===== src/pkg/ccs_defines.svh =====
`ifndef CCS_DEFINES_SVH
`define CCS_DEFINES_SVH
// ----------------------------------------
// Register addresses and fields
// ----------------------------------------
`define CCS_ADDR_CLKSRC   16'hffde
`define CCS_BIT_DONE      7
`define CCS_BIT_XWATCH    4
`define CCS_BIT_DBL       3
`define CCS_SEL_HI        2
`define CCS_SEL_LO        0
`define CCS_CFG2_DBL      7
`define CCS_TRIM_W        6
`define CCS_TRIM_CLOCK_OUTPUT_ENABLE    6
`define CCS_AUX_LPSAVE    7
// ----------------------------------------
// Source select encodings
// ----------------------------------------
`define CCS_SEL_XTAL      3'h0
`define CCS_SEL_EXTIN     3'h3
`define CCS_SEL_WDOSC     3'h4
`define CCS_SEL_RC        3'h7
// ----------------------------------------
// Rates and timing
// ----------------------------------------
`define CCS_RC_KHZ        7373
`define CCS_RC_DBL_KHZ    14746
`define CCS_WDOSC_KHZ     400
`define CCS_LPSAVE_KHZ    8000
`define CCS_CLK_MHZ       250
`define CCS_SETTLE_NS     1000
`define CCS_SETTLE_CYC    ((`CCS_SETTLE_NS * `CCS_CLK_MHZ) / 1000)
`endif


===== src/pkg/ccs_pkg.sv =====
package ccs_pkg;
  typedef enum logic [1:0] {
    CCS_IDLE   = 2'b00,
    CCS_SETTLE = 2'b01,
    CCS_COMMIT = 2'b10
  } ccs_state_t;
endpackage


===== src/rtl/ccs_divided_clock_pin_div.sv =====
`timescale 1ns/100ps
// ----------------------------------------
// Half-rate clock output generator
// ----------------------------------------
module ccs_divided_clock_pin_div (
  input  wire logic clk_sys_in,
  input  wire logic rst_n_in,
  input  wire logic core_tick_in,
  input  wire logic enable_in,
  output logic      div_clk_out
);
  logic div_ff;
  logic nxt_div;

  // Toggle on every core clock tick, so the output runs at half the core rate
  assign nxt_div = enable_in ? (div_ff ^ core_tick_in) : 1'b0;

  always_ff @(posedge clk_sys_in or negedge rst_n_in) begin
    if (!rst_n_in) begin
      div_ff <= 1'b0;
    end else begin
      div_ff <= nxt_div;
    end
  end

  assign div_clk_out = div_ff;
endmodule


===== src/rtl/ccs_clock_control.sv =====
`timescale 1ns/100ps
`include "ccs_defines.svh"
// Behaviour
// - Clock output only while crystal unused
// - Trim register bit enables clock output
// - Clock output is half core clock
// - Six-bit trim loads factory value at reset
// - Doubler bit doubles RC oscillator rate
// - Power-save bit resets zero, slow clocks only
// - Watchdog oscillator selectable as core clock
// - Switch sources while code runs
// - Done flag clears on start, sets on completion
// - Writes ignored while done flag low
// - Reset value from user configuration bytes
// - Register at extended address, MOVX access
module ccs_clock_control #(
  // Settling time of a new source, about 1 us at the system clock rate
  parameter int          SETTLE_CYC   = `CCS_SETTLE_CYC,
  // Factory trim default is arbitrary; the real value comes from the device store
  parameter logic [5:0]  FACTORY_TRIM = 6'h20
) (
  input  wire logic       clk_sys_in,
  input  wire logic       rst_n_in,
  input  wire logic [7:0] user_config_byte_one_in,
  input  wire logic [7:0] user_config_byte_two_in,
  input  wire logic [15:0] xaddr_in,
  input  wire logic [7:0] xwdata_in,
  input  wire logic       xwr_in,
  input  wire logic       xrd_in,
  input  wire logic [6:0] trim_wdata_in,
  input  wire logic       trim_wr_in,
  input  wire logic       aux_lpsave_in,
  input  wire logic       aux_wr_in,
  input  wire logic       rtc_wdt_use_xtal_in,
  input  wire logic       core_tick_in,
  input  wire logic       port_pin_data_in,
  input  wire logic       port_pin_oe_n_in,
  output logic [7:0]      xrdata_out,
  output logic [6:0]      trim_out,
  output logic            low_speed_power_save_out,
  output logic [2:0]      core_source_sel_out,
  output logic            rate_doubler_select_out,
  output logic            switch_done_flag_out,
  output logic            second_crystal_pin_out,
  output logic            second_crystal_pin_oe_n_out
);
  import ccs_pkg::*;

  // ----------------------------------------
  // Registers
  // ----------------------------------------
  ccs_state_t  state_ff, nxt_state;
  logic [2:0]  sel_ff, nxt_sel;
  logic        dbl_ff, nxt_dbl;
  logic        xwatch_ff, nxt_xwatch;
  // Pending copies hold the new setting while the new source settles
  logic [2:0]  pend_sel_ff, nxt_pend_sel;
  logic        pend_dbl_ff, nxt_pend_dbl;
  logic        done_ff, nxt_done;
  logic [`CCS_TRIM_W-1:0] trim_ff, nxt_trim;
  logic        clock_output_enable_ff, nxt_clock_output_enable;
  logic        lpsave_ff, nxt_lpsave;
  logic        strap_ff;
  logic [15:0] cnt_ff, nxt_cnt;
  logic [7:0]  rdata_ff, nxt_rdata;

  // ----------------------------------------
  // Decode
  // ----------------------------------------
  function automatic logic hit(input logic [15:0] a);
    hit = (a == `CCS_ADDR_CLKSRC);
  endfunction

  wire       src_wr    = xwr_in && hit(xaddr_in);
  wire       rd_hit    = xrd_in && hit(xaddr_in);
  // A write is taken only while no switch is in flight; the rest are dropped
  // without trace, so a half-finished switch is never disturbed
  wire       src_take  = src_wr && done_ff;
  wire [2:0] wr_sel    = xwdata_in[`CCS_SEL_HI:`CCS_SEL_LO];
  wire       wr_dbl    = xwdata_in[`CCS_BIT_DBL];
  wire       cnt_end   = (cnt_ff == 16'(SETTLE_CYC - 1));
  wire       xtal_core = (sel_ff == `CCS_SEL_XTAL);
  // Crystal counts as busy if the core, the RTC or the watchdog uses it, or the crystal watch bit is set
  wire       xtal_busy = xtal_core || rtc_wdt_use_xtal_in || xwatch_ff;
  // Rechecked every cycle, so a later RTC or watchdog claim on the crystal
  // takes the output away at once
  wire       clk_out_en = clock_output_enable_ff && !xtal_busy;
  wire       div_clk;

  // ----------------------------------------
  // Source switch sequencer
  // ----------------------------------------
  // A switch runs in three steps: the write is taken and done drops, the new
  // source gets SETTLE_CYC cycles to run stable, then select and doubler are
  // replaced together as done rises again
  always_comb begin
    nxt_state    = state_ff;
    nxt_sel      = sel_ff;
    nxt_dbl      = dbl_ff;
    nxt_xwatch   = xwatch_ff;
    nxt_pend_sel = pend_sel_ff;
    nxt_pend_dbl = pend_dbl_ff;
    nxt_done     = done_ff;
    nxt_cnt      = cnt_ff;
    unique case (state_ff)
      CCS_IDLE: begin
        if (strap_ff) begin
          // Load straps once after reset release
          nxt_sel = user_config_byte_one_in[`CCS_SEL_HI:`CCS_SEL_LO];
          nxt_dbl = user_config_byte_two_in[`CCS_CFG2_DBL];
        end else if (src_take) begin
          // The crystal watch bit acts at once, the select only after settling
          nxt_xwatch   = xwdata_in[`CCS_BIT_XWATCH];
          nxt_pend_sel = wr_sel;
          nxt_pend_dbl = wr_dbl;
          nxt_done     = 1'b0;
          nxt_cnt      = 16'h0000;
          nxt_state    = CCS_SETTLE;
        end
      end
      CCS_SETTLE: begin
        // New source must run stable before the glitch-free handover
        // The counter is 16 bits wide, so SETTLE_CYC must not exceed 65536
        nxt_cnt = cnt_ff + 16'h0001;
        if (cnt_end) begin
          nxt_state = CCS_COMMIT;
        end
      end
      CCS_COMMIT: begin
        // Select and doubler move on one edge, the core never sees a mix
        nxt_sel   = pend_sel_ff;
        nxt_dbl   = pend_dbl_ff;
        nxt_done  = 1'b1;
        nxt_state = CCS_IDLE;
      end
      default: begin
        // Unused state code: return to idle and reopen the register
        nxt_state = CCS_IDLE;
        nxt_done  = 1'b1;
      end
    endcase
  end

  // ----------------------------------------
  // Trim, power save, read data
  // ----------------------------------------
  // Trim and output enable share one write, as they live in one register
  assign nxt_trim   = trim_wr_in ? trim_wdata_in[`CCS_TRIM_W-1:0] : trim_ff;
  assign nxt_clock_output_enable  = trim_wr_in ? trim_wdata_in[`CCS_TRIM_CLOCK_OUTPUT_ENABLE] : clock_output_enable_ff;
  // Software must only set this for core clocks of 8 MHz or below
  assign nxt_lpsave = aux_wr_in ? aux_lpsave_in : lpsave_ff;
  // Read data is registered: it stands the cycle after the strobe, and any
  // other address reads zero
  assign nxt_rdata  = rd_hit ?
                      {done_ff, 2'b00, xwatch_ff, dbl_ff, sel_ff} : 8'h00;

  // ----------------------------------------
  // Sequencer registers
  // ----------------------------------------
  always_ff @(posedge clk_sys_in or negedge rst_n_in) begin
    if (!rst_n_in) begin
      state_ff <= CCS_IDLE;
    end else begin
      state_ff <= nxt_state;
    end
  end

  always_ff @(posedge clk_sys_in or negedge rst_n_in) begin
    if (!rst_n_in) begin
      cnt_ff <= 16'h0000;
    end else begin
      cnt_ff <= nxt_cnt;
    end
  end

  // Straps are sampled on the first edge after reset release, once the
  // configuration bytes are known to be settled; no write is taken on
  // that edge, so the strap load never races a software switch
  always_ff @(posedge clk_sys_in or negedge rst_n_in) begin
    if (!rst_n_in) begin
      strap_ff <= 1'b1;
    end else begin
      strap_ff <= 1'b0;
    end
  end

  // ----------------------------------------
  // Live and pending source selection
  // ----------------------------------------
  always_ff @(posedge clk_sys_in or negedge rst_n_in) begin
    if (!rst_n_in) begin
      sel_ff <= 3'h0;
    end else begin
      sel_ff <= nxt_sel;
    end
  end

  always_ff @(posedge clk_sys_in or negedge rst_n_in) begin
    if (!rst_n_in) begin
      dbl_ff <= 1'b0;
    end else begin
      dbl_ff <= nxt_dbl;
    end
  end

  always_ff @(posedge clk_sys_in or negedge rst_n_in) begin
    if (!rst_n_in) begin
      xwatch_ff <= 1'b0;
    end else begin
      xwatch_ff <= nxt_xwatch;
    end
  end

  always_ff @(posedge clk_sys_in or negedge rst_n_in) begin
    if (!rst_n_in) begin
      pend_sel_ff <= 3'h0;
    end else begin
      pend_sel_ff <= nxt_pend_sel;
    end
  end

  always_ff @(posedge clk_sys_in or negedge rst_n_in) begin
    if (!rst_n_in) begin
      pend_dbl_ff <= 1'b0;
    end else begin
      pend_dbl_ff <= nxt_pend_dbl;
    end
  end

  // Done resets high so the first switch after reset is accepted
  always_ff @(posedge clk_sys_in or negedge rst_n_in) begin
    if (!rst_n_in) begin
      done_ff <= 1'b1;
    end else begin
      done_ff <= nxt_done;
    end
  end

  // ----------------------------------------
  // Trim, power save and read data registers
  // ----------------------------------------
  always_ff @(posedge clk_sys_in or negedge rst_n_in) begin
    if (!rst_n_in) begin
      trim_ff <= FACTORY_TRIM;
    end else begin
      trim_ff <= nxt_trim;
    end
  end

  // Clock output stays off after reset, so the pin starts as a port pin
  always_ff @(posedge clk_sys_in or negedge rst_n_in) begin
    if (!rst_n_in) begin
      clock_output_enable_ff <= 1'b0;
    end else begin
      clock_output_enable_ff <= nxt_clock_output_enable;
    end
  end

  // Power save resets off: full-speed access until software asks for it
  always_ff @(posedge clk_sys_in or negedge rst_n_in) begin
    if (!rst_n_in) begin
      lpsave_ff <= 1'b0;
    end else begin
      lpsave_ff <= nxt_lpsave;
    end
  end

  // Cleared in every cycle without a read, so stale data never lingers
  always_ff @(posedge clk_sys_in or negedge rst_n_in) begin
    if (!rst_n_in) begin
      rdata_ff <= 8'h00;
    end else begin
      rdata_ff <= nxt_rdata;
    end
  end

  // ----------------------------------------
  // Clock output pin
  // ----------------------------------------
  ccs_divided_clock_pin_div u_div (
    .clk_sys_in   (clk_sys_in),
    .rst_n_in     (rst_n_in),
    .core_tick_in (core_tick_in),
    .enable_in    (clk_out_en),
    .div_clk_out  (div_clk)
  );

  // The divider is held cleared while the output is off, so every enable
  // starts from a low level and first rises on the next core tick
  // Without the enable the pin stays with its port function
  assign second_crystal_pin_out      = clk_out_en ? div_clk : port_pin_data_in;
  assign second_crystal_pin_oe_n_out = clk_out_en ? 1'b0 : port_pin_oe_n_in;

  // ----------------------------------------
  // Register outputs
  // ----------------------------------------
  assign xrdata_out               = rdata_ff;
  assign trim_out                 = {clock_output_enable_ff, trim_ff};
  assign low_speed_power_save_out = lpsave_ff;
  assign core_source_sel_out      = sel_ff;
  assign rate_doubler_select_out  = dbl_ff;
  assign switch_done_flag_out     = done_ff;
endmodule


===== config.mk =====
export PLATFORM = sky130hd
export DESIGN_NAME = ccs_clock_control
export DESIGN_NICKNAME = d
export VERILOG_FILES = /design/src/pkg/ccs_pkg.sv /design/src/rtl/ccs_divided_clock_pin_div.sv /design/src/rtl/ccs_clock_control.sv
export VERILOG_INCLUDE_DIRS = /design/src /design/src/pkg
export SDC_FILE = /design/constraint.sdc
export NUM_CORES = 1
export LEC_CHECK = 0
export ABC_AREA = 0
export BUFFER_PORTS_ARGS = -buffer_cell sky130_fd_sc_hd__buf_2
export CORE_ASPECT_RATIO = 1.4
export CORE_MARGIN = 4
export CORE_UTILIZATION = 53
export CTS_CLUSTER_DIAMETER = 100
export CTS_CLUSTER_SIZE = 40
export DETAILED_ROUTE_END_ITERATION = 6
export PLACE_DENSITY_LB_ADDON = 0.05
export SYNTH_ARGS = -nofsm -noshare
export SYNTH_HDL_FRONTEND = slang
export SYNTH_SLANG_ARGS = --single-unit

===== constraint.sdc =====
create_clock -name clk_sys_in -period 2.99 [get_ports clk_sys_in]
set_input_delay 0.598 -clock clk_sys_in [delete_from_list [all_inputs] [get_ports clk_sys_in]]
set_output_delay 0.598 -clock clk_sys_in [all_outputs]
set_load 0.02 [all_outputs]

Word level (Yosys, flattened, before mapping). Index checks and enable logic that the tools add are counted.

Logic and storage cells: 60. Memories: 0. Register bits after elaboration: 46. Output and inout bits: 23. Bits in read-only memories: 0. Input port bits: 58. Bits in latches: 0. Memory bits (writable): 0.

Eq/ne operators: 8. Reduce and logical (&&, ||, !) cells: 16. Multiplexer cells: 18. Shifts and indexed selects: 0. $lt $le $gt $ge: 0. Div/mod/pow operators: 0. Add/sub/neg operators: 1. $mul: 0. Bitwise gates (word level): 3.

Operators with widths (number): $mux 16 (2); $pmux 16 s2 (1); $add 16x1->16 const B (1); $eq 16x16->1 const B (1); $eq 16x8->1 const B (1); $reduce_and 3->1 (4); $mux 8 (1); $ne 2x2->1 const B (4); $mux 1 (6); $mux 2 (3); $pmux 3 s2 (1); $logic_and 1x1->1 (4); $pmux 1 s2 (2); $pmux 2 s2 (1); $reduce_bool 2->1 (2); $logic_not 3->1 (1); $mux 3 (1); $eq 2x1->1 const B (1); $eq 2x2->1 const B (1); $logic_not 2->1 (1); $logic_or 1x1->1 (2); $not 1->1 (2); $reduce_and 2->1 (1); $logic_not 1->1 (1); $xor 1x1->1 (1).

Depth between registers and ports, before layout. Gate-level depths: netlist of run 1.

Depth in word-level cells: 6. Depth in mapped cells: 7. Gate-level depth less buffers: 5.

By module. From an unflattened synthesis of run 1, not the netlist that was laid out.

Cell total of the unflattened synthesis: 200. Area, all modules: 2147.1 um^2.

Modules (own cells, without submodules): ccs_clock_control (seq. area each 1079.8 um^2, cells an instance 197, area an instance 2107.0 um^2, instances 1); ccs_divided_clock_pin_div (seq. area each 25.0 um^2, cells an instance 3, area an instance 40.0 um^2, instances 1).

Least setup slack after synthesis of run 1. Ideal clock, no wire load.

Kind: input to register. From: input xaddr_in[5]. To: register pend_dbl_ff. Arrival time: 1.925 ns. Slack: 0.940 ns. Setup time: 0.125 ns. Buffers on the path: 0. Stages: 4. Cells stage by stage: nand4b_1 > or3_4 > nor4_4 > mux2_2.

Longest elaborated chain between the ends: 4.

Ends and longest elaborated chain: from (decl) (RTL line ccs_clock_control.sv:26) `input wire logic [15:0] xaddr_in,`; $eq 16x16->1 (no line); $logic_and 1x1->1 (RTL line ccs_clock_control.sv:74) `wire src_wr = xwr_in && hit(xaddr_in);`; $logic_and 1x1->1 (RTL line ccs_clock_control.sv:78) `wire src_take = src_wr && done_ff;`; $reduce_and 3->1 (no line); to (signal assigned) (RTL line ccs_clock_control.sv:226) `pend_dbl_ff <= nxt_pend_dbl;`; to (decl) (RTL line ccs_clock_control.sv:58) `logic pend_dbl_ff, nxt_pend_dbl;`.

No other way between the ends. A chain may end at the register's enable or synchronous reset.

Final worst setup path of run 1.
From: register sel_ff[2], in the netlist core_source_sel_out[2]. To: output second_crystal_pin_out.

Longest elaborated chain between the ends: 6.

Ends and longest elaborated chain: from (decl) (RTL line ccs_clock_control.sv:53) `logic [2:0] sel_ff, nxt_sel;`; from (signal assigned) (RTL line ccs_clock_control.sv:194) `sel_ff <= nxt_sel;`; $logic_not 3->1 (no line); $logic_or 1x1->1 (2 in a row) (RTL line ccs_clock_control.sv:84) `wire xtal_busy = xtal_core || rtc_wdt_use_xtal_in || xwatch_ff;`; $logic_not 1->1 (RTL line ccs_clock_control.sv:87) `wire clk_out_en = clock_output_enable_ff && !xtal_busy;`; $logic_and 1x1->1 (RTL line ccs_clock_control.sv:87); $mux 1 (RTL line ccs_clock_control.sv:291) `assign second_crystal_pin_out = clk_out_en ? div_clk : port_pin_data_in;`; to (decl) (RTL line ccs_clock_control.sv:44) `output logic second_crystal_pin_out,`.

No other way between the ends.

==> results of run 1 <==
[critical path, cell delays in order (launching register included)]
cell	delay, ns
sky130_fd_sc_hd__dfrtp_1	0.42
sky130_fd_sc_hd__nor3_1	0.09
sky130_fd_sc_hd__nor4b_1	0.45
sky130_fd_sc_hd__mux2_2	0.39
sky130_fd_sc_hd__buf_2	0.16
[stage by stage]
step | hold slack [ns] | instances | cell area [sq um] | utilization (%) | power (mW)
5_1_grt | 0.515 | 309 | 2580 | 65.2 | 1.12
4_1_cts | 0.480 | 309 | 2580 | 65.2 | 1.09
3_3_place_gp | 0.483 | 301 | 2490 | 63.0 | 0.723
3_5_place_dp | 0.490 | 301 | 2490 | 63.0 | 0.725
6_report | 0.445 | 309 | 2580 | 65.2 | 1.08
2_1_floorplan | 0.302 | 208 | 2190 | - | 0.675
[final timing paths]
path | from | end | cells past startpoint
setup / recovery | core_source_sel_out[2] | second_crystal_pin_out | 4
hold / removal | rst_n_in | trim_ff[3] | 1
setup reg to reg | state_ff[0] | cnt_ff[1] | 4
hold reg to reg | trim_ff[3] | trim_ff[3] | 1
max in group asynchronous | rst_n_in | state_ff[0] | 1
min in group clk_sys_in | trim_ff[3] | trim_ff[3] | 1
[where the power goes]
part	switching (mW)	internal, mW
Clock	0.206	0.163
Combinational	0.0502	0.0452
Sequential	0.00688	0.609
[flip-flops by register name, summed over array words and instances (netlist names), 2 cells and up]
register	cells
xrdata_out	6
trim_ff	6
state_ff	2
pend_sel_ff	3
cnt_ff	16
core_source_sel_out	3
[cells in the final DEF (no fill, tap or decap), types with 6 or more instances in the layout]
cell type,instances
sky130_fd_sc_hd__a31oi_1,6
sky130_fd_sc_hd__and2_1,7
sky130_fd_sc_hd__buf_2,63
sky130_fd_sc_hd__dfrtp_1,41
sky130_fd_sc_hd__mux2_2,14
sky130_fd_sc_hd__nand2_1,10
sky130_fd_sc_hd__nand3_1,9
sky130_fd_sc_hd__nor2_1,16
sky130_fd_sc_hd__nor4_1,7
sky130_fd_sc_hd__o21ai_0,9
[cell families after synthesis]
group | Yosys count | synth area share, %
buffers and inverters | 18 | 3.96
XOR/XNOR | 2 | 0.803
multiplexers | 17 | 8.61
AND/OR/NAND/NOR | 83 | 22.7
adder cells (fa/ha/maj) | 2 | 1.15
AO/OA/AOI/OAI | 39 | 12.0
flip-flops | 44 | 50.7
other | 1 | 0.172
[area by class of cell]
cell class / instances / area, sq um / share of cell area (%)
Sequential cell: 44 / 1100 / 42.9
Inverter: 5 / 18.8 / 0.728
Clock inverter: 3 / 18.8 / 0.728
Timing Repair Buffer: 63 / 315 / 12.2
Tap cell: 43 / 53.8 / 2.09
Clock buffer: 5 / 68.8 / 2.67
Multi-Input combinational cell: 146 / 997 / 38.7
[layer usage]
layer	vias up	wire (microns)	part of all wire [%]
met5	-	0	0
met4	0	117	2.5
met3	12	295	6.2
met2	64	2400	51
met1	864	1930	41
li1	866	-	-
==> results.sh, run 1 <==
export IMPL_worst_slew_pin_transition_ns=0.960
export IMPL_dr_first_iter_drc_count=62
export IMPL_grt_pass1_wl_mm=7.90
export IMPL_number_of_top_level_pins=81
export IMPL_cp_data_required_time_ns=2.39
export IMPL_detailed_place_hpwl_mm=3.46
export IMPL_die_height_microns=83.9
export IMPL_cell_types_with_the_highest_counts_after_synthesis="sky130_fd_sc_hd__dfrtp_1 (41), sky130_fd_sc_hd__nor2_1 (16), sky130_fd_sc_hd__mux2_2 (14), sky130_fd_sc_hd__nand2_1 (10)"
export IMPL_ys_seq_area_share_pct=50.7
export IMPL_clock_tree_from_tritoncts="built"
export IMPL_drv_max_cap_violation_count=0
export IMPL_period_needed_ns=2.39
export IMPL_post_route_cells_drive_above_1_share_pct=35.0
export IMPL_dr_total_vias=1806
export IMPL_buffer_ports_inserted=63
export IMPL_vdd_ir_drop_worst_v=0.000370
export IMPL_timing_slew_headroom_pct=36.0
export IMPL_synth_enable_flop_cells=0
export IMPL_slew_violations=0
export IMPL_p_leak_nw=1.21
export IMPL_setup_tns_final_ns=0
export IMPL_clock_sinks=44
export IMPL_cts_post_setup_buffers_inserted=0
export IMPL_globalRouteMet1Util_pct=21.8
export IMPL_detailedPlace_worstSlack_ns=0.679
export IMPL_yosysTopAreaCell="sky130_fd_sc_hd__dfrtp_1"
export IMPL_die_area_sq_um=5220
export IMPL_yosysWarnings=0
export IMPL_route_antenna_remaining_nets=0
export IMPL_ctsLongestPathBuffers=2
export IMPL_synth_top_flop_cell="sky130_fd_sc_hd__dfrtp_1"
export IMPL_placement_rows=27
export IMPL_cts_buffers=5
export IMPL_postCtsHoldBufs=0
export IMPL_ys_seq_elements=44
export IMPL_worstPathArrival_ns=1.79
export IMPL_antenna_diode_count=0
export IMPL_status="completed"
export IMPL_hold_class="in2async"
export IMPL_syn_instance_count=206
export IMPL_fin_ws_ns=0.599
export IMPL_drt_total_wl_mm=4.74
export IMPL_clk_pin_slew_ns=0.08
export IMPL_dr_pass1_iters=4
export IMPL_first_global_vias=1693
export IMPL_criticalPathCategory="reg2out"
export IMPL_initial_utilization_pct=55.2
export IMPL_hold_violations=0
export IMPL_clock_latency_ns=0.29
export IMPL_top_usage_layer="met2"
export IMPL_core_sq_um=3950
export IMPL_antenna_violations_before_repair=0
export IMPL_timing_reg2reg_setup_slack_ns=0.89
export IMPL_fillCellCount=329
export IMPL_pwr_density_cell_nw_per_um2=419
export IMPL_skew_ns=0.00415
export IMPL_synth_distinct_cells=45
export IMPL_layout_worst_path_cycle_share_pct=80.0
export IMPL_maxClockFrequency_mhz=418
export IMPL_timing_critical_path_from_type="flip-flop"
export IMPL_met2_usage_pct=31.3
export IMPL_syn_to_final_growth_pct=18.2
export IMPL_global_route_usage_met3_pct=4.72
export IMPL_post_drt_via_cell_ratio=5.84
export IMPL_fp_dieW_microns=62.2
export IMPL_global_route_overflow_total=0
export IMPL_post_synth_main_area_contributors="sky130_fd_sc_hd__dfrtp_1 (47%), sky130_fd_sc_hd__mux2_2 (7.2%), sky130_fd_sc_hd__dfstp_2 (3.6%)"
export IMPL_critPathMaxFanout=5
export IMPL_synthMostInstantiatedCell="sky130_fd_sc_hd__dfrtp_1"
export IMPL_total_global_routing_track_utilization_pct=18.6
export IMPL_post_cts_resize_count=0
export IMPL_gp_routability_congestion=0.844
export IMPL_maximum_number_of_pins_on_one_net_before_global_route_repair=45
export IMPL_wire_length_per_cell_microns=15.4
export IMPL_synth_avg_cell_area_sq_um=10.6
export IMPL_h_tree_depth=2
export IMPL_synth_cell_area_sq_um=2180
export IMPL_synth_top_cell_area_share_pct=47.0
export IMPL_grt_setup_unrepaired="no"
export IMPL_drc=0
export IMPL_timing_final_setup_violations=0
export IMPL_finalNetCount=325
export IMPL_synth_async_sr_flop_share_pct=100
export IMPL_cp_end_kind="output port"
export IMPL_root_buffer="sky130_fd_sc_hd__clkbuf_8"
Note: power is estimated with default switching activity, not from simulation.
==> run 2: changes to the inputs <==
--- a/config.mk
+++ b/config.mk
@@ -10,7 +10,7 @@
 export BUFFER_PORTS_ARGS = -buffer_cell sky130_fd_sc_hd__buf_2
 export CORE_ASPECT_RATIO = 1.4
 export CORE_MARGIN = 4
-export CORE_UTILIZATION = 53
+export CORE_UTILIZATION = 49
 export CTS_CLUSTER_DIAMETER = 100
 export CTS_CLUSTER_SIZE = 40
 export DETAILED_ROUTE_END_ITERATION = 6
==> constraint.sdc (replaced) <==
create_clock -name clk_sys_in -period 2.2 [get_ports clk_sys_in]
set_input_delay 0.44 -clock clk_sys_in [delete_from_list [all_inputs] [get_ports clk_sys_in]]
set_output_delay 0.44 -clock clk_sys_in [all_outputs]
set_load 0.02 [all_outputs]
==> results.sh, run 2 (synthesis results as in run 1) <==
export IMPL_wire_length_per_cell_microns=14.6
export IMPL_layout_worst_path_cycle_share_pct=95.2
export IMPL_die_area_sq_um=5600
export IMPL_total_met3_wirelength_after_detailed_routing_microns=241
export IMPL_global_route_overflow_total=0
export IMPL_critPathMaxFanout=5
export IMPL_antenna_diode_count=0
export IMPL_ctsLongestPathBuffers=2
export IMPL_vdd_ir_drop_worst_v=0.000561
export IMPL_placement_rows=28
export IMPL_leading_cell_types_in_the_layout_fill_and_taps_excluded="sky130_fd_sc_hd__buf_2 (63), sky130_fd_sc_hd__dfrtp_1 (41), sky130_fd_sc_hd__nor2_1 (16), sky130_fd_sc_hd__mux2_2 (14), sky130_fd_sc_hd__nand2_1 (10)"
export IMPL_maximum_number_of_pins_on_one_net_before_global_route_repair=45
export IMPL_cp_data_required_time_ns=1.76
export IMPL_detailed_place_hpwl_mm=3.64
export IMPL_worstPathArrival_ns=1.65
export IMPL_cts_post_setup_buffers_inserted=0
export IMPL_antenna_violations_before_repair=0
export IMPL_timing_critical_path_from_type="flip-flop"
export IMPL_worst_slew_pin_transition_ns=0.548
export IMPL_holdWs_ns=0.209
export IMPL_clock_sinks=44
export IMPL_die_height_microns=86.9
export IMPL_clock_tree_from_tritoncts="built"
export IMPL_hold_class="in2async"
export IMPL_pwr_density_cell_nw_per_um2=578
export IMPL_drc=0
export IMPL_syn_to_final_growth_pct=23.1
export IMPL_dr_total_vias=1798
export IMPL_skew_ns=0.00446
export IMPL_grt_pass1_wl_mm=8.06
export IMPL_routed_top_layer="met4"
export IMPL_finalNetCount=334
export IMPL_met2_wire_length_mm=2.59
export IMPL_dr_pass1_iters=4
export IMPL_met1Wirelength_mm=1.98
export IMPL_buffer_ports_inserted=63
export IMPL_cts_buffers=5
export IMPL_criticalPathCategory="reg2out"
export IMPL_post_route_cells_drive_above_1_share_pct=37.0
export IMPL_slew_violations=0
export IMPL_total_global_routing_track_utilization_pct=18.5
export IMPL_root_buffer="sky130_fd_sc_hd__clkbuf_8"
export IMPL_cp_end_kind="output port"
export IMPL_largest_register="cnt_ff"
export IMPL_power_total_mw=1.55
export IMPL_status="completed"
export IMPL_setup_tns_final_ns=0
export IMPL_h_tree_depth=2
export IMPL_initial_utilization_pct=51.0
export IMPL_timing_final_setup_violations=0
export IMPL_p_leak_nw=1.26
export IMPL_finalCoreUtilization_pct=62.8
export IMPL_clk_pin_slew_ns=0.08
export IMPL_gp_routability_congestion=0.873
export IMPL_fp_dieW_microns=64.4
export IMPL_drv_max_cap_violation_count=0
export IMPL_post_drt_via_cell_ratio=5.40
export IMPL_timing_slew_headroom_pct=63.5
export IMPL_period_needed_ns=2.09
export IMPL_maxClockFrequency_mhz=477
export IMPL_number_of_top_level_pins=81
export IMPL_grt_setup_unrepaired="no"
export IMPL_hold_violations=0
export IMPL_layout_commonest_cell="sky130_fd_sc_hd__buf_2"
export IMPL_max_ffs_per_register=16
export IMPL_route_antenna_remaining_nets=0
export IMPL_core_sq_um=4270
export IMPL_dr_first_iter_drc_count=80
export IMPL_first_global_vias=1717
export IMPL_clock_latency_ns=0.29
export IMPL_drt_total_wl_mm=4.85
==> run 2: critical path, cell delays in order (launching register included) <==
cell	delay, ns
sky130_fd_sc_hd__dfrtp_1	0.42
sky130_fd_sc_hd__nor3_1	0.10
sky130_fd_sc_hd__nor4b_2	0.33
sky130_fd_sc_hd__mux2_2	0.37
sky130_fd_sc_hd__buf_2	0.16
==> run 2: worst paths after layout <==
kind                                             start                  endpoint  slack (ns)  cells after the start
min in group clk_sys_in               trim_wdata_in[4]                trim_ff[4]        0.37                      2
worst max-delay path            core_source_sel_out[2]    second_crystal_pin_out        0.11                      4
worst min register to register              trim_ff[3]                trim_ff[3]        0.50                      1
worst max register to register    switch_done_flag_out                 cnt_ff[9]        0.27                      4
max in group asynchronous                     rst_n_in  low_speed_power_save_out        1.61                      2
worst min-delay path                          rst_n_in                trim_ff[2]        0.21                      2
==> run 2: area by class of cell <==
| type | count | area (sq um) |
|---|---|---|
| clock buffers | 5 | 68.8 |
| clock inverters | 1 | 30.0 |
| fillers | 401 | 1590 |
| inverters | 5 | 18.8 |
| multi-input cells | 146 | 1000 |
| flip-flops and latches | 44 | 1100 |
| well taps | 60 | 75.1 |
| repair buffers | 72 | 383 |
==> run 2: per-layer routing <==
metal	GRT usage, %	vias up
met5	0	-
met4	5.96	0
met3	4.65	6
met2	33.8	51
met1	20.8	863
li1	-	878
==> run 2: through the flow <==
stage	area, sq um	cells	setup WS, ns
4_1_cts	2680	333	0.0941
3_5_place_dp	2580	327	0.121
6_report	2680	333	0.105
5_1_grt	2680	333	0.00345
3_3_place_gp	2580	327	0.138
2_1_floorplan	2190	208	0.308
==> run 2: power by group <==
group	leakage, nW	internal [mW]	total, mW	switching [mW]
Clock	0.0501	0.326	0.581	0.255
Sequential	0.536	0.827	0.836	0.00921
Combinational	0.674	0.0633	0.133	0.0700
==> run 2: what timing repair did <==
| item | in CTS | in global routing |
|---|---|---|
| setup endpoints to repair | 1 | 0 |
| resized for setup | 1 | 0 |
| hold endpoints to repair | 0 | 0 |
| hold buffers | 0 | 0 |
==> run 3: changes to the inputs <==
--- a/config.mk
+++ b/config.mk
@@ -9,7 +9,7 @@
 export ABC_AREA = 0
 export BUFFER_PORTS_ARGS = -buffer_cell sky130_fd_sc_hd__buf_2
 export CORE_ASPECT_RATIO = 1.4
-export CORE_MARGIN = 4
+export CORE_MARGIN = 2
 export CORE_UTILIZATION = 49
 export CTS_CLUSTER_DIAMETER = 100
 export CTS_CLUSTER_SIZE = 40
==> results.sh, run 3 (synthesis results as in run 1) <==
export IMPL_status="completed"
export IMPL_global_route_overflow_total=0
export IMPL_cp_slowest_cell="sky130_fd_sc_hd__dfrtp_1"
export IMPL_postPlaceCellArea_sq_um=2580
export IMPL_timing_slew_headroom_pct=66.0
export IMPL_period_needed_ns=2.07
export IMPL_clock_latency_ns=0.29
export IMPL_worst_slew_pin_transition_ns=0.509
export IMPL_total_global_routing_track_utilization_pct=19.7
export IMPL_setup_tns_final_ns=0
export IMPL_post_route_cells_drive_above_1_share_pct=37.2
export IMPL_dr_pass1_iters=4
export IMPL_fp_dieW_microns=60.4
export IMPL_cp_end_kind="output port"
export IMPL_buffer_ports_inserted=63
export IMPL_post_drt_via_cell_ratio=5.38
export IMPL_hold_violations=0
export IMPL_placement_rows=28
export IMPL_drv_max_cap_violation_count=0
export IMPL_h_tree_depth=2
export IMPL_critical_path_cell_chain="nor3_1, nor4b_2, mux2_2, buf_2"
export IMPL_drc=0
export IMPL_vdd_ir_drop_worst_v=0.000360
export IMPL_skew_ns=0.00703
export IMPL_first_global_vias=1694
export IMPL_drt_total_wl_mm=4.62
export IMPL_criticalPathCategory="reg2out"
export IMPL_post_cts_resize_count=1
export IMPL_largest_register="cnt_ff"
export IMPL_finalCoreUtilization_pct=63.8
export IMPL_top_cell_family_by_delay_on_the_critical_path="flip-flops"
export IMPL_wire_length_per_cell_microns=13.8
export IMPL_clk_pin_slew_ns=0.09
export IMPL_worstPathArrival_ns=1.63
export IMPL_die_height_microns=82.9
export IMPL_finish_instance_area_sq_um=2710
export IMPL_grt_pass1_wl_mm=7.49
export IMPL_cp_data_required_time_ns=1.76
export IMPL_number_of_top_level_pins=81
export IMPL_grt_setup_unrepaired="no"
export IMPL_p_leak_nw=1.26
export IMPL_max_ffs_per_register=16
export IMPL_finalNetCount=333
export IMPL_route_antenna_remaining_nets=0
export IMPL_detailed_place_hpwl_mm=3.58
export IMPL_antenna_diode_count=0
export IMPL_leading_cell_types_in_the_layout_fill_and_taps_excluded="sky130_fd_sc_hd__buf_2 (63), sky130_fd_sc_hd__dfrtp_1 (41), sky130_fd_sc_hd__nor2_1 (16), sky130_fd_sc_hd__mux2_2 (14), sky130_fd_sc_hd__nand2_1 (10)"
export IMPL_timing_critical_path_from="core_source_sel_out[2]"
export IMPL_antenna_violations_before_repair=0
export IMPL_timing_critical_path_from_type="flip-flop"
export IMPL_dr_first_iter_drc_count=73
export IMPL_root_buffer="sky130_fd_sc_hd__clkbuf_8"
export IMPL_cpPeakStageDelay_ns=0.41
export IMPL_hold_class="in2async"
export IMPL_core_sq_um=4240
export IMPL_cts_buffers=5
export IMPL_maxClockFrequency_mhz=484
export IMPL_critPathMaxFanout=5
export IMPL_pwr_density_cell_nw_per_um2=589
export IMPL_clock_tree_from_tritoncts="built"
export IMPL_cts_post_setup_buffers_inserted=0
export IMPL_dpl_cell_count=326
export IMPL_syn_to_final_growth_pct=24.0
export IMPL_gp_routability_congestion=0.826
export IMPL_timing_final_setup_violations=0
export IMPL_dr_total_vias=1796
export IMPL_initial_utilization_pct=51.4
export IMPL_layout_commonest_cell="sky130_fd_sc_hd__buf_2"
export IMPL_ctsLongestPathBuffers=2
export IMPL_filler_free_cell_count_of_the_finished_design=334
export IMPL_timing_rr_start="switch_done_flag_out"
export IMPL_maximum_number_of_pins_on_one_net_before_global_route_repair=24
export IMPL_layout_worst_path_cycle_share_pct=93.9
export IMPL_clock_sinks=44
export IMPL_postCtsHoldBufs=0
export IMPL_die_area_sq_um=5010
export IMPL_critical_path_buf_inv_count=1
export IMPL_slew_violations=0
[run 3: cell count changes in the layout (fill, tap and decap cells not counted), sizes merged]
cell,change
buf,-1
clkinvlp,+1
inv,+1
[run 3: path summary, 6_finish.rpt]
kind | endpoint | slack (ns) | cells past startpoint
min in group clk_sys_in | pend_dbl_ff | 0.37 | 2
worst max register to register | cnt_ff[11] | 0.26 | 4
worst min-delay path | xrdata_out[7] | 0.11 | 1
max in group asynchronous | trim_ff[5] | 1.52 | 2
worst max-delay path | second_crystal_pin_out | 0.13 | 4
worst min register to register | cnt_ff[7] | 0.50 | 1
[run 3: report_power, final]
| group | switching [mW] | leakage (nW) | internal [mW] |
|---|---|---|---|
| sequential | 0.00891 | 0.536 | 0.827 |
| combinational | 0.0699 | 0.673 | 0.0657 |
| clock | 0.279 | 0.0548 | 0.342 |
| total | 0.358 | 1.26 | 1.23 |
[run 3: final cells by class]
class / instances / area [sq um]
Tap cell: 60 / 75.1
Fill cell: 373 / 1530
Clock inverter: 3 / 46.3
Sequential cell: 44 / 1100
Timing Repair Buffer: 71 / 388
Inverter: 5 / 18.8
Multi-Input combinational cell: 146 / 1000
Clock buffer: 5 / 68.8
[run 3: layer usage]
metal  vias to the layer above  wire (microns)  global-route usage (%)
li1                        886               -                       -
met3                         6             200                    4.83
met5                         -               0                       0
met1                       852            1850                    21.9
met4                         0              59                    8.28
met2                        52            2510                    34.2
[run 3: worst reg2reg max path, cell delays in order, from the launching register on]
cell and delay (ns):
sky130_fd_sc_hd__dfstp_2 0.57, sky130_fd_sc_hd__nand2_1 0.06, sky130_fd_sc_hd__or4b_4 0.48, sky130_fd_sc_hd__o21a_1 0.32, sky130_fd_sc_hd__a221o_1 0.40
[run 3: stage by stage]
stage / total power, mW / hold WS (ns) / setup WS (ns)
2_1_floorplan: 0.917 / 0.144 / 0.308
3_3_place_gp: 0.988 / 0.447 / 0.146
3_5_place_dp: 0.989 / 0.443 / 0.148
4_1_cts: 1.62 / 0.117 / 0.112
5_1_grt: 1.67 / 0.129 / 0.0256
6_report: 1.59 / 0.107 / 0.134
